--- config.mk ---
export PLATFORM = sky130hd
export DESIGN_NAME = udc_ctrl
export DESIGN_NICKNAME = d
export VERILOG_FILES = /design/src/inc/udc_pkg.sv /design/src/hdl/udc_ctrl.sv
export VERILOG_INCLUDE_DIRS = /design/src /design/src/inc
export SDC_FILE = /design/constraint.sdc
export NUM_CORES = 1
export LEC_CHECK = 0
export BUFFER_PORTS_ARGS = -buffer_cell sky130_fd_sc_hd__buf_2
export CAP_MARGIN = 30
export CORE_ASPECT_RATIO = 1.25
export CORE_MARGIN = 8
export CORE_UTILIZATION = 57
export DETAILED_ROUTE_END_ITERATION = 10
export PLACE_DENSITY = 0.84
export SLEW_MARGIN = 20
export SYNTH_ARGS = -nofsm -noshare
export SYNTH_HDL_FRONTEND = slang
export SYNTH_SLANG_ARGS = --single-unit
export TNS_END_PERCENT = 10
--- constraint.sdc ---
create_clock -name clk_sys_i -period 5.05 [get_ports clk_sys_i]
set_clock_uncertainty 0.15 [all_clocks]
set_input_delay 0.505 -clock clk_sys_i [delete_from_list [all_inputs] [get_ports clk_sys_i]]
set_output_delay 0.505 -clock clk_sys_i [all_outputs]
set_load 0.05 [all_outputs]
--- src/inc/udc_map.svh ---
`ifndef UDC_MAP_SVH
`define UDC_MAP_SVH

// ==========================================================================
// Register offsets and layouts
`define UDC_OFS_CONTROL     8'h40
`define UDC_OFS_STATUS      8'h44
`define UDC_CTRL_RESET      16'h0003
`define UDC_STAT_RESET      16'h0000
`define UDC_CTRL_WMASK      16'hFFBF
`define UDC_STAT_W0MASK     16'h7F80
`define UDC_MASK_HI         15
`define UDC_MASK_LO         7
`define UDC_B_LPM_WAKE      5
`define UDC_B_RESUME        4
`define UDC_B_FORCE_SUSPEND         3
`define UDC_B_LOWPWR        2
`define UDC_B_ANALOG_POWER_DOWN          1
`define UDC_B_FORCE_BUS_RESET          0
`define UDC_B_XFER          15
`define UDC_B_PKTOVR        14
`define UDC_B_ERR           13
`define UDC_B_WAKE          12
`define UDC_B_IDLE_SUSPEND_FLAG          11
`define UDC_B_BUSRST        10
`define UDC_B_SOF           9
`define UDC_B_MISSED_FRAME_FLAG          8
`define UDC_B_LPM           7
`define UDC_B_DIR           4

// ==========================================================================
// Timing
`define UDC_CLK_MHZ         125
`define UDC_IDLE_MS         3
`define UDC_LPM_WAKE_US     50

`endif

--- src/inc/udc_pkg.sv ---
package udc_pkg;
    typedef enum logic [1:0] {
        UDC_IDLE  = 2'b00,
        UDC_SIGNL = 2'b01,
        UDC_DONE  = 2'b11
    } udc_wake_t;
endpackage : udc_pkg

--- src/hdl/udc_ctrl.sv ---
// Notes on behaviour
// - Accept half-word and word register accesses.
// - Mask bits 15..7 gate matching status flags.
// - LPM wake bit self-clears after signalling ends.
// - Suspend flag after 3 ms bus silence.
// - Force suspend drives suspend while set; zero releases it.
// - Low-power bit cleared by wakeup or software.
// - Power down disconnects transceiver and analog.
// - Force reset acts as bus reset, raises event.
// - Hardware sets event flags; masked flags interrupt.
// - One request held while any enabled flag set.
// - Flags clear on written zero only.
// - Transfer flag read-only, follows endpoint pending.
// - Endpoint interrupt independent of transfer mask.
// - Direction and endpoint index readable in status.
// - Memory overrun flags, withholds ack on receive, forces stuff on transmit.
// - Isochronous overrun is not retried, data lost.
// - Wake activity under force suspend sets flag, clears low-power, wake line.
`include "udc_map.svh"
`timescale 1ns/1ps
`default_nettype none

module udc_ctrl #(
    parameter int IDLE_CYCLES = `UDC_IDLE_MS * `UDC_CLK_MHZ * 1000,
    parameter int WAKE_CYCLES = `UDC_LPM_WAKE_US * `UDC_CLK_MHZ
) (
    // Clock and reset
    input  wire logic        clk_sys_i,
    input  wire logic        reset_i,
    // Register port
    input  wire logic [7:0]  reg_addr_i,
    input  wire logic        reg_wr_i,
    input  wire logic        reg_rd_i,
    input  wire logic [1:0]  reg_size_i,
    input  wire logic [31:0] reg_wdata_i,
    output logic      [31:0] reg_rdata_o,
    // Protocol engine events, one-cycle pulses
    input  wire logic        ev_pktmem_ovr_i,
    input  wire logic        ev_error_i,
    input  wire logic        ev_bus_reset_i,
    input  wire logic        ev_sof_i,
    input  wire logic        ev_lpm_sleep_i,
    input  wire logic        ev_traffic_i,
    // Endpoint transfer-complete summary
    input  wire logic        ep_pending_i,
    input  wire logic        ep_dir_i,
    input  wire logic [3:0]  ep_index_i,
    input  wire logic        ep_isochronous_i,
    // Bus wakeup activity from the analog front end
    input  wire logic        bus_activity_i,
    // Control outputs
    output logic             irq_o,
    output logic             ep_irq_o,
    output logic             suspend_o,
    output logic             low_power_o,
    output logic             analog_off_o,
    output logic             core_reset_o,
    output logic             resume_sig_o,
    output logic             lpm_resume_sig_o,
    output logic             wakeup_o,
    output logic             withhold_ack_o,
    output logic             force_stuff_err_o,
    output logic             retry_expected_o
);

    // ======================================================================
    // Helpers
    function automatic logic wr_hit(input logic [7:0] a, input logic [7:0] o,
                                    input logic w);
        return w && (a == o);
    endfunction : wr_hit

    logic [15:0] ctrl_ff;
    logic [15:0] flags_ff;
    logic [1:0]  act_s1_ff;
    logic [1:0]  act_s2_ff;
    logic        act_prev_ff;
    logic [31:0] idle_cnt_ff;
    logic [31:0] missed_frame_flag_cnt_ff;
    logic [31:0] wake_cnt_ff;
    udc_pkg::udc_wake_t wake_st_ff;
    logic        wr_ctrl;
    logic        wr_stat;
    logic        wake_ev;
    logic        wake_end;
    logic        idle_suspend_flag_ev;
    logic        missed_frame_flag_ev;
    logic [15:0] set_v;
    logic [15:0] status_v;

    // Both sizes carry control in the low half-word.
    assign wr_ctrl = wr_hit(reg_addr_i, `UDC_OFS_CONTROL, reg_wr_i)
                     && (reg_size_i != 2'h0);
    assign wr_stat = wr_hit(reg_addr_i, `UDC_OFS_STATUS, reg_wr_i)
                     && (reg_size_i != 2'h0);

    // ======================================================================
    // Wake activity synchroniser; the pin is asynchronous to the clock.
    always_ff @(posedge clk_sys_i or posedge reset_i) begin
        if (reset_i) begin
            act_s1_ff   <= 2'h0;
            act_s2_ff   <= 2'h0;
            act_prev_ff <= 1'b0;
        end else begin
            act_s1_ff   <= {1'b0, bus_activity_i};
            act_s2_ff   <= act_s1_ff;
            act_prev_ff <= act_s2_ff[0];
        end
    end

    assign wake_ev = act_s2_ff[0] && !act_prev_ff && ctrl_ff[`UDC_B_FORCE_SUSPEND];

    // ======================================================================
    // Idle timers. Checking is off during suspend to avoid repeat events.
    // The suspend count saturates, so one silent stretch raises the
    // suspend flag once; the frame-miss count wraps and keeps firing.
    always_ff @(posedge clk_sys_i or posedge reset_i) begin
        if (reset_i) begin
            idle_cnt_ff <= 32'h0;
            missed_frame_flag_cnt_ff <= 32'h0;
        end else if (ev_traffic_i || ev_sof_i || ctrl_ff[`UDC_B_FORCE_SUSPEND]) begin
            idle_cnt_ff <= 32'h0;
            missed_frame_flag_cnt_ff <= 32'h0;
        end else begin
            idle_cnt_ff <= (idle_cnt_ff == 32'(IDLE_CYCLES)) ? idle_cnt_ff
                           : idle_cnt_ff + 32'h1;
            missed_frame_flag_cnt_ff <= (missed_frame_flag_cnt_ff == 32'(IDLE_CYCLES / 3)) ? 32'h0
                           : missed_frame_flag_cnt_ff + 32'h1;
        end
    end

    assign idle_suspend_flag_ev = (idle_cnt_ff == 32'(IDLE_CYCLES - 1));
    assign missed_frame_flag_ev = (missed_frame_flag_cnt_ff == 32'(IDLE_CYCLES / 3));

    // ======================================================================
    // LPM resume signalling timer.
    always_ff @(posedge clk_sys_i or posedge reset_i) begin
        if (reset_i) begin
            wake_st_ff  <= udc_pkg::UDC_IDLE;
            wake_cnt_ff <= 32'h0;
        end else begin
            unique case (wake_st_ff)
                udc_pkg::UDC_IDLE: begin
                    wake_cnt_ff <= 32'h0;
                    if (ctrl_ff[`UDC_B_LPM_WAKE])
                        wake_st_ff <= udc_pkg::UDC_SIGNL;
                end
                udc_pkg::UDC_SIGNL: begin
                    wake_cnt_ff <= wake_cnt_ff + 32'h1;
                    if (wake_cnt_ff == 32'(WAKE_CYCLES - 1))
                        wake_st_ff <= udc_pkg::UDC_DONE;
                end
                udc_pkg::UDC_DONE: wake_st_ff <= udc_pkg::UDC_IDLE;
                default: wake_st_ff <= udc_pkg::UDC_IDLE;
            endcase
        end
    end

    assign wake_end = (wake_st_ff == udc_pkg::UDC_DONE);

    // ======================================================================
    // Control register.
    // A byte write is dropped whole, since half a register update could
    // leave mask and mode bits in a mix the software never asked for.
    // Hardware clears come last so they win over a same-cycle write.
    always_ff @(posedge clk_sys_i or posedge reset_i) begin
        if (reset_i) begin
            ctrl_ff <= `UDC_CTRL_RESET;
        end else begin
            if (wr_ctrl)
                ctrl_ff <= reg_wdata_i[15:0] & `UDC_CTRL_WMASK;
            if (wake_end)
                ctrl_ff[`UDC_B_LPM_WAKE] <= 1'b0;
            if (wake_ev)
                ctrl_ff[`UDC_B_LOWPWR] <= 1'b0;
        end
    end

    // ======================================================================
    // Event flags: hardware set beats a software clear in the same cycle.
    always_comb begin
        set_v = 16'h0;
        set_v[`UDC_B_PKTOVR] = ev_pktmem_ovr_i;
        set_v[`UDC_B_ERR]    = ev_error_i;
        set_v[`UDC_B_WAKE]   = wake_ev;
        set_v[`UDC_B_IDLE_SUSPEND_FLAG]   = idle_suspend_flag_ev;
        set_v[`UDC_B_BUSRST] = ev_bus_reset_i || ctrl_ff[`UDC_B_FORCE_BUS_RESET];
        set_v[`UDC_B_SOF]    = ev_sof_i;
        set_v[`UDC_B_MISSED_FRAME_FLAG]   = missed_frame_flag_ev;
        set_v[`UDC_B_LPM]    = ev_lpm_sleep_i;
    end

    always_ff @(posedge clk_sys_i or posedge reset_i) begin
        if (reset_i) begin
            flags_ff <= `UDC_STAT_RESET;
        end else if (wr_stat) begin
            flags_ff <= ((flags_ff & reg_wdata_i[15:0]) | set_v)
                        & `UDC_STAT_W0MASK;
        end else begin
            flags_ff <= (flags_ff | set_v) & `UDC_STAT_W0MASK;
        end
    end

    always_comb begin
        status_v = flags_ff;
        status_v[`UDC_B_XFER] = ep_pending_i;
        status_v[`UDC_B_DIR]  = ep_dir_i;
        status_v[3:0]         = ep_index_i;
    end

    // ======================================================================
    // Outputs, all registered.
    always_ff @(posedge clk_sys_i or posedge reset_i) begin
        if (reset_i) begin
            reg_rdata_o       <= 32'h0;
            irq_o             <= 1'b0;
            ep_irq_o          <= 1'b0;
            suspend_o         <= 1'b0;
            low_power_o       <= 1'b0;
            analog_off_o      <= 1'b1;
            core_reset_o      <= 1'b1;
            resume_sig_o      <= 1'b0;
            lpm_resume_sig_o  <= 1'b0;
            wakeup_o          <= 1'b0;
            withhold_ack_o    <= 1'b0;
            force_stuff_err_o <= 1'b0;
            retry_expected_o  <= 1'b1;
        end else begin
            if (reg_rd_i && reg_addr_i == `UDC_OFS_CONTROL)
                reg_rdata_o <= {16'h0, ctrl_ff};
            else if (reg_rd_i && reg_addr_i == `UDC_OFS_STATUS)
                reg_rdata_o <= {16'h0, status_v};
            else
                reg_rdata_o <= 32'h0;
            irq_o <= |(status_v[`UDC_MASK_HI:`UDC_MASK_LO]
                       & ctrl_ff[`UDC_MASK_HI:`UDC_MASK_LO]);
            ep_irq_o          <= ep_pending_i;
            suspend_o         <= ctrl_ff[`UDC_B_FORCE_SUSPEND];
            low_power_o       <= ctrl_ff[`UDC_B_LOWPWR];
            analog_off_o      <= ctrl_ff[`UDC_B_ANALOG_POWER_DOWN];
            core_reset_o      <= ctrl_ff[`UDC_B_FORCE_BUS_RESET] || ctrl_ff[`UDC_B_ANALOG_POWER_DOWN];
            resume_sig_o      <= ctrl_ff[`UDC_B_RESUME];
            lpm_resume_sig_o  <= (wake_st_ff == udc_pkg::UDC_SIGNL);
            wakeup_o          <= wake_ev;
            withhold_ack_o    <= ev_pktmem_ovr_i && ep_dir_i;
            force_stuff_err_o <= ev_pktmem_ovr_i && !ep_dir_i;
            retry_expected_o  <= !ep_isochronous_i;
        end
    end

endmodule : udc_ctrl

`default_nettype wire

==> results of run 1 <==
worst max-delay path by stage:
| stage | from | endpoint | slack, ns | cells after the start |
|---|---|---|---|---|
| 4_1_cts | wake_st_ff[1] | wake_cnt_ff[31] | 2.53 | 5 |
| 6_report | wake_st_ff[1] | wake_cnt_ff[31] | 2.52 | 5 |
| 3_3_place_gp | reg_addr_i[5] | ctrl_ff[3] | 2.27 | 5 |
| 2_1_floorplan | reset_i | act_prev_ff | 0.34 | 1 |
| 3_5_place_dp | reg_addr_i[5] | ctrl_ff[8] | 2.22 | 5 |
| 5_1_grt | wake_st_ff[1] | wake_cnt_ff[31] | 2.39 | 5 |
state kept, by name, summed over array words and instances (netlist names), 2 cells and up:
signal,flops
ctrl_ff,15
missed_frame_flag_cnt_ff,32
idle_cnt_ff,32
reg_rdata_o,15
wake_cnt_ff,32
flags_ff,8
wake_st_ff,2
cells in the mapped netlist, types with 2 or more instances:
cell type	number	area, µm²
nor2_1	106	398
nor4b_1	7	61.3
xor2_1	60	526
mux2_2	13	146
nand4_1	38	238
inv_1	14	52.6
nand3_1	41	205
and4_1	7	61.3
clkbuf_1	15	56.3
nand2_1	32	120
a21oi_1	12	60.1
o21ai_0	23	115
nor3_2	3	30.0
and3_1	17	106
dfrtp_1	146	3650
or3_1	12	75.1
and2_1	5	31.3
buf_2	3	15.0
buf_4	17	128
xnor2_1	17	149
nor2b_1	3	18.8
nand3b_1	2	15.0
nor4_1	12	75.1
nor4bb_1	2	20.0
mux2i_1	18	180
nor4_4	4	85.1
o31ai_1	2	15.0
dfstp_2	5	131
ha_1	6	75.1
nor3_1	10	50.1
nand2b_1	8	50.1
layout make-up:
type	instances	area (µm²)
Clock inverter	13	191
Multi-Input combinational cell	496	3180
Sequential cell	151	3780
Timing Repair Buffer	74	403
Inverter	14	57.6
Fill cell	917	4210
Tap cell	168	210
Clock buffer	19	453
routing by layer:
metal	GRT usage, %	wire length [µm]	vias up
li1	-	-	2497
met1	23.2	6460	2630
met2	36.5	8560	140
met3	5.61	727	36
met4	8.15	365	2
met5	0	12	-
logic make-up after synthesis:
| group | share of synthesized area [%] |
|---|---|
| flops | 52.9 |
| fa+ha+maj | 1.05 |
| other cells | 0.0524 |
| simple gates | 24.9 |
| buf+inv | 3.72 |
| compound gates | 3.44 |
| mux | 4.56 |
| xor+xnor | 9.42 |
power by group through the flow:
stage	Clock [mW]	Sequential, mW	Combinational, mW
global route	1.44	1.29	0.272
global placement	0	1.30	0.228
CTS	1.39	1.28	0.245
floorplan	0	1.32	0.149
finish	1.37	1.28	0.247
detailed placement	0	1.30	0.237
metrics by stage:
stage / setup WS, ns / hold slack, ns / cells
floorplan: 0.339 / 0.181 / 698
global placement: 2.27 / 0.196 / 900
detailed placement: 2.22 / 0.209 / 900
CTS: 2.53 / 0.0236 / 932
global route: 2.39 / 0.0225 / 935
finish: 2.52 / 0.0393 / 935
critical path: stages, from the launching register on:
cell,delay (ns)
dfrtp_1,0.51
nand4b_2,0.41
nor4_4,0.62
nand2_1,0.21
or3_1,0.38
a21oi_1,0.16
cells in the final DEF, fill, tap and decap left out, drive strengths merged, types with 2 or more instances in the layout:
| cell | Yosys | layout |
|---|---|---|
| a21oi | 12 | 12 |
| and2 | 5 | 5 |
| and3 | 17 | 17 |
| and4 | 7 | 7 |
| buf | 22 | 73 |
| bufinv | 0 | 4 |
| clkbuf | 15 | 19 |
| clkinv | 0 | 4 |
| conb | 1 | 17 |
| dfrtp | 146 | 146 |
| dfstp | 5 | 5 |
| ha | 6 | 6 |
| inv | 14 | 18 |
| mux2 | 13 | 13 |
| mux2i | 18 | 18 |
| nand2 | 32 | 32 |
| nand2b | 8 | 8 |
| nand3 | 42 | 42 |
| nand3b | 2 | 2 |
| nand4 | 39 | 39 |
| nand4b | 2 | 2 |
| nor2 | 106 | 106 |
| nor2b | 3 | 3 |
| nor3 | 13 | 13 |
| nor3b | 2 | 2 |
| nor4 | 17 | 17 |
| nor4b | 7 | 7 |
| nor4bb | 2 | 2 |
| o21ai | 24 | 24 |
| o31ai | 2 | 2 |
| or3 | 12 | 12 |
| xnor2 | 17 | 17 |
| xor2 | 60 | 60 |
==> out/qor.yml, run 1 <==
clk_latency_ns: 0.42
min_from: "bus_activity_i"
wl_per_cell_um: 17.2
cts_buffers: 17
cts_resized: 0
clock_path_buffers: 2
via_per_inst: 5.67
worstMarginPinSlew_ns: 0.890
htreeDepth: 4
fmax_ghz: 0.396
drt_wl_total_um: 16100
syn2layout_area_growth_pct: 15.7
fin_crit_sh_pct: 50.0
ys.warnings.count: 0
ys_seq_area_share_pct: 52.9
rr_startpoint: "wake_st_ff[1]"
worstRegToRegCells: 5
maxCapViolCount: 0
hold_viol: 0
syn_avg_cell_area_um2: 10.5
cts.sinks: 151
pwr-share-clk_pct: 47.3
netSwitchingPower_mw: 0.731
hold_end: "act_s1_ff[0]"
antenna_cells: 0
dieWidth_um: 116
die_h_um: 141
initial_utilization_pct: 57.3
die-area_um2: 16400
combPwrFrac_pct: 8.5
rsz0062_at_grt: "false"
finalSetupTns_ns: 0
p_per_area_nw_per_um2: 351
hpwl_um: 10800
cts_tree: "built"
drive_gt1_share_pct: 18.4
grt_pass1_vias: 5551
rr_endpoint: "wake_cnt_ff[31]"
setup_viol: 0
status: "complete, no violations"
critPathCaptureType: "register"
worstSetupPathType: "reg -> reg"
synth_edf_count: 0
core_area_um2: 12500
vias: 5305
leakagePower_nw: 3.78
io_buffers: 69
cp_max_fo: 12
grt_first_pass_wirelength_um: 27000
synth_flop_cell: "dfrtp_1"
required_ns: 5.25
critPathLaunchType: "register"
pin_count: 104
grt_max_degree: 109
ys_seq_elements: 151
drv_slew: 0
synth.distinct_cells: 53
final_area_um2: 8280
drc: 0
final_util_pct: 66.3
reg2reg_slack_ns: 2.52
detail-route-antenna-nets: 0
overflow: 0
seqPwrFrac_pct: 44.2
first_pass_iters: 6
postCtsSetupRepairBufs: 0
power.share.switching_pct: 25.2
placed_area_um2: 7590
power_mw: 2.90
fin_crit_ns: 2.53
arrival_ns: 2.72
slew_headroom_pct: 40.6
gp_congestion: 0.826
hold_class: "in -> reg"
path_clk_slew_ns: 0.06
postCtsHoldBufs: 0
root_buffer: "clkbuf_16"
intPower_mw: 2.17
antenna_found_initial: 1
synthArstFlopShare_pct: 100
ir_drop_mv: 0.355
synthCells: 682
nNetsFinal: 820
num_rows: 46
syn-cell-area_um2: 7160
track_usage_pct: 20.8
hold_depth: 1
drt-initial-drc-count: 390
(Power assumes the default switching activity.)
==> run 2, diff against run 1 <==
==> constraint.sdc (replaced) <==
create_clock -name clk_sys_i -period 2.5 [get_ports clk_sys_i]
set_clock_uncertainty 0.15 [all_clocks]
set_input_delay 0.25 -clock clk_sys_i [delete_from_list [all_inputs] [get_ports clk_sys_i]]
set_output_delay 0.25 -clock clk_sys_i [all_outputs]
set_load 0.05 [all_outputs]
==> run 2 against run 1 <==
Against the previous run:
- largest power group is now sequential cells
- first-iteration DRC count up 18%
- global-route usage grew 0.40 points
- sequential power up 100%
- largest cell class unchanged
- setup slack got worse by 2.3 ns
- highest routed layer unchanged
- critical endpoint is now flags_ff[7]
==> out/qor.yml, run 2 (synthesized netlist as in run 1, its figures left out) <==
status: "complete, no violations"
htreeDepth: 4  # unchanged
dp_cells: 914  # +1.6%
layout_setup_ws_ns: 0.234  # -2.29 ns
track_usage_pct: 21.2  # +0.40 points
hold_viol: 0  # unchanged
grt_pass1_vias: 5681  # +2.3%
clk_latency_ns: 0.43  # about the same
critPathBufInv: 2  # +2
antenna_cells: 0  # unchanged
cts_buffers: 17  # unchanged
initial_utilization_pct: 57.3  # unchanged
cp_max_fo: 8  # -4
cts.sinks: 151  # unchanged
hold_class: "in -> reg"
core_area_um2: 12500  # unchanged
drt_wl_total_um: 16800  # +4.2%
critPathCaptureType: "register"
fmax_ghz: 0.441
worstMarginPinSlew_ns: 0.688  # -0.203 ns
grt_max_degree: 54  # -50%
ir_drop_mv: 0.499  # +40%
root_buffer: "clkbuf_16"
io_buffers: 69  # unchanged
fin_hold_ws_ns: 0.156  # +0.117 ns
drv_slew: 0  # unchanged
setup_viol: 0  # unchanged
via_per_inst: 5.73  # +0.98%
clock_path_buffers: 2  # unchanged
maxCapViolCount: 0  # unchanged
final_util_pct: 69.3  # +3.0 points
slowest_stage: "dlygate4sd3_1"
die_h_um: 141  # unchanged
fin_crit_sh_pct: 90.6
final_cell_mix: "146 x dfrtp_1, 106 x nor2_1, 69 x buf_2"
overflow: 0  # unchanged
wl_per_cell_um: 17.1  # -0.82%
drive_gt1_share_pct: 18.9  # +0.54 points
path_clk_slew_ns: 0.06  # about the same
path_cells: "buf_2 > or4b_4 > nor4_4 > o2111ai_2 > o21ai_1 > nand2b_1 > dlygate4sd3_1"
antenna_found_initial: 1  # unchanged
gp_congestion: 0.841  # +1.8%
syn2layout_area_growth_pct: 21.0
detail-route-antenna-nets: 0  # unchanged
postCtsSetupRepairBufs: 0  # unchanged
final_area_um2: 8660  # +4.6%
hpwl_um: 10900  # +0.52%
drt-initial-drc-count: 462  # +18%
p_per_area_nw_per_um2: 642  # +83%
worstSetupPathType: "in -> reg"
critPathLaunchType: "primary input"
fin_crit_ns: 2.27
rsz0062_at_grt: "false"
fill_cells: 836  # -8.8%
pin_count: 104  # unchanged
grt_first_pass_wirelength_um: 27400  # +1.7%
arrival_ns: 2.43  # -0.29 ns
cts_tree: "built"
vias: 5626  # +6.1%
power_mw: 5.56  # +91%
mostFrequentLayoutCell: "dfrtp_1"
leakagePower_nw: 3.94  # +4.2%
dp_slack_ns: 0.251  # -1.97 ns
slew_headroom_pct: 54.1  # +13 points
required_ns: 2.66  # -2.59 ns
num_rows: 46  # unchanged
nNetsFinal: 867  # +5.7%
finalSetupTns_ns: 0  # unchanged
first_pass_iters: 5  # -1
die-area_um2: 16400  # unchanged
drc: 0  # unchanged
placed_area_um2: 7720  # +1.8%
critical_path.top_delay_family: "simple AND/OR/NAND/NOR gates"
fin_cells: 982  # +5.0%
cp_slowest_stage_delay_ns: 0.56  # -0.06 ns
dieWidth_um: 116  # unchanged
reg_top3: "idle_cnt_ff x32, missed_frame_flag_cnt_ff x32, wake_cnt_ff x32"
-- run 2: cell types whose count changed in the layout (fill, tap and decap cells not counted), sizes merged --
cell         previous run  this run
dlygate4sd3             1        35
bufinv                  4         1
inv                    18        17
clkinv                  4         7
clkbuf                 19        18
buf                    73        86
clkinvlp                1         3
-- run 2: metal layers --
layer	wire [µm]	part of all wire [%]	global-route usage (%)	up-vias
li1	-	-	-	2585
met1	6310	38	23.9	2765
met2	8910	53	36.3	224
met3	1110	6.6	5.70	50
met4	460	2.7	9.92	2
met5	8	0.048	0	-
-- run 2: layout make-up --
type / count / area (µm²) / area share [%]
Clock buffer: 18 / 439 / 5.07
Clock inverter: 14 / 123 / 1.42
Inverter: 14 / 56.3 / 0.650
Multi-Input combinational cell: 496 / 3180 / 36.7
Sequential cell: 151 / 3780 / 43.7
Tap cell: 168 / 210 / 2.43
Timing Repair Buffer: 121 / 868 / 10.0
-- run 2: where the power goes --
part	leakage (nW)	total, mW	switching, mW	internal [mW]
sequential	2.03	2.59	0.0775	2.51
clock	0.277	2.43	1.03	1.40
combinational	1.63	0.536	0.367	0.169
total	3.94	5.56	1.48	4.08
-- run 2: tightest hold or removal path: stages --
cell and delay [ns]:
buf_2 0.09, or3_1 0.29, a21oi_1 0.07
-- run 2: worst paths after layout --
kind	from	endpoint	slack [ns]	depth (start not counted)
setup / recovery	reg_addr_i[5]	flags_ff[7]	0.23	7
max in group asynchronous	reset_i	analog_off_o	1.15	4
setup reg to reg	wake_cnt_ff[0]	wake_cnt_ff[18]	0.39	7
hold / removal	ev_traffic_i	idle_cnt_ff[29]	0.16	3
hold reg to reg	act_s1_ff[0]	act_s2_ff[0]	0.22	0
min in group asynchronous	reset_i	wake_cnt_ff[24]	0.32	3
-- run 2: timing repair --
action | in CTS | in global routing
endpoints found under the hold margin | 60 | 0
hold buffers | 35 | 0
gates resized for setup | 0 | 2
endpoints found under the setup margin | 0 | 2
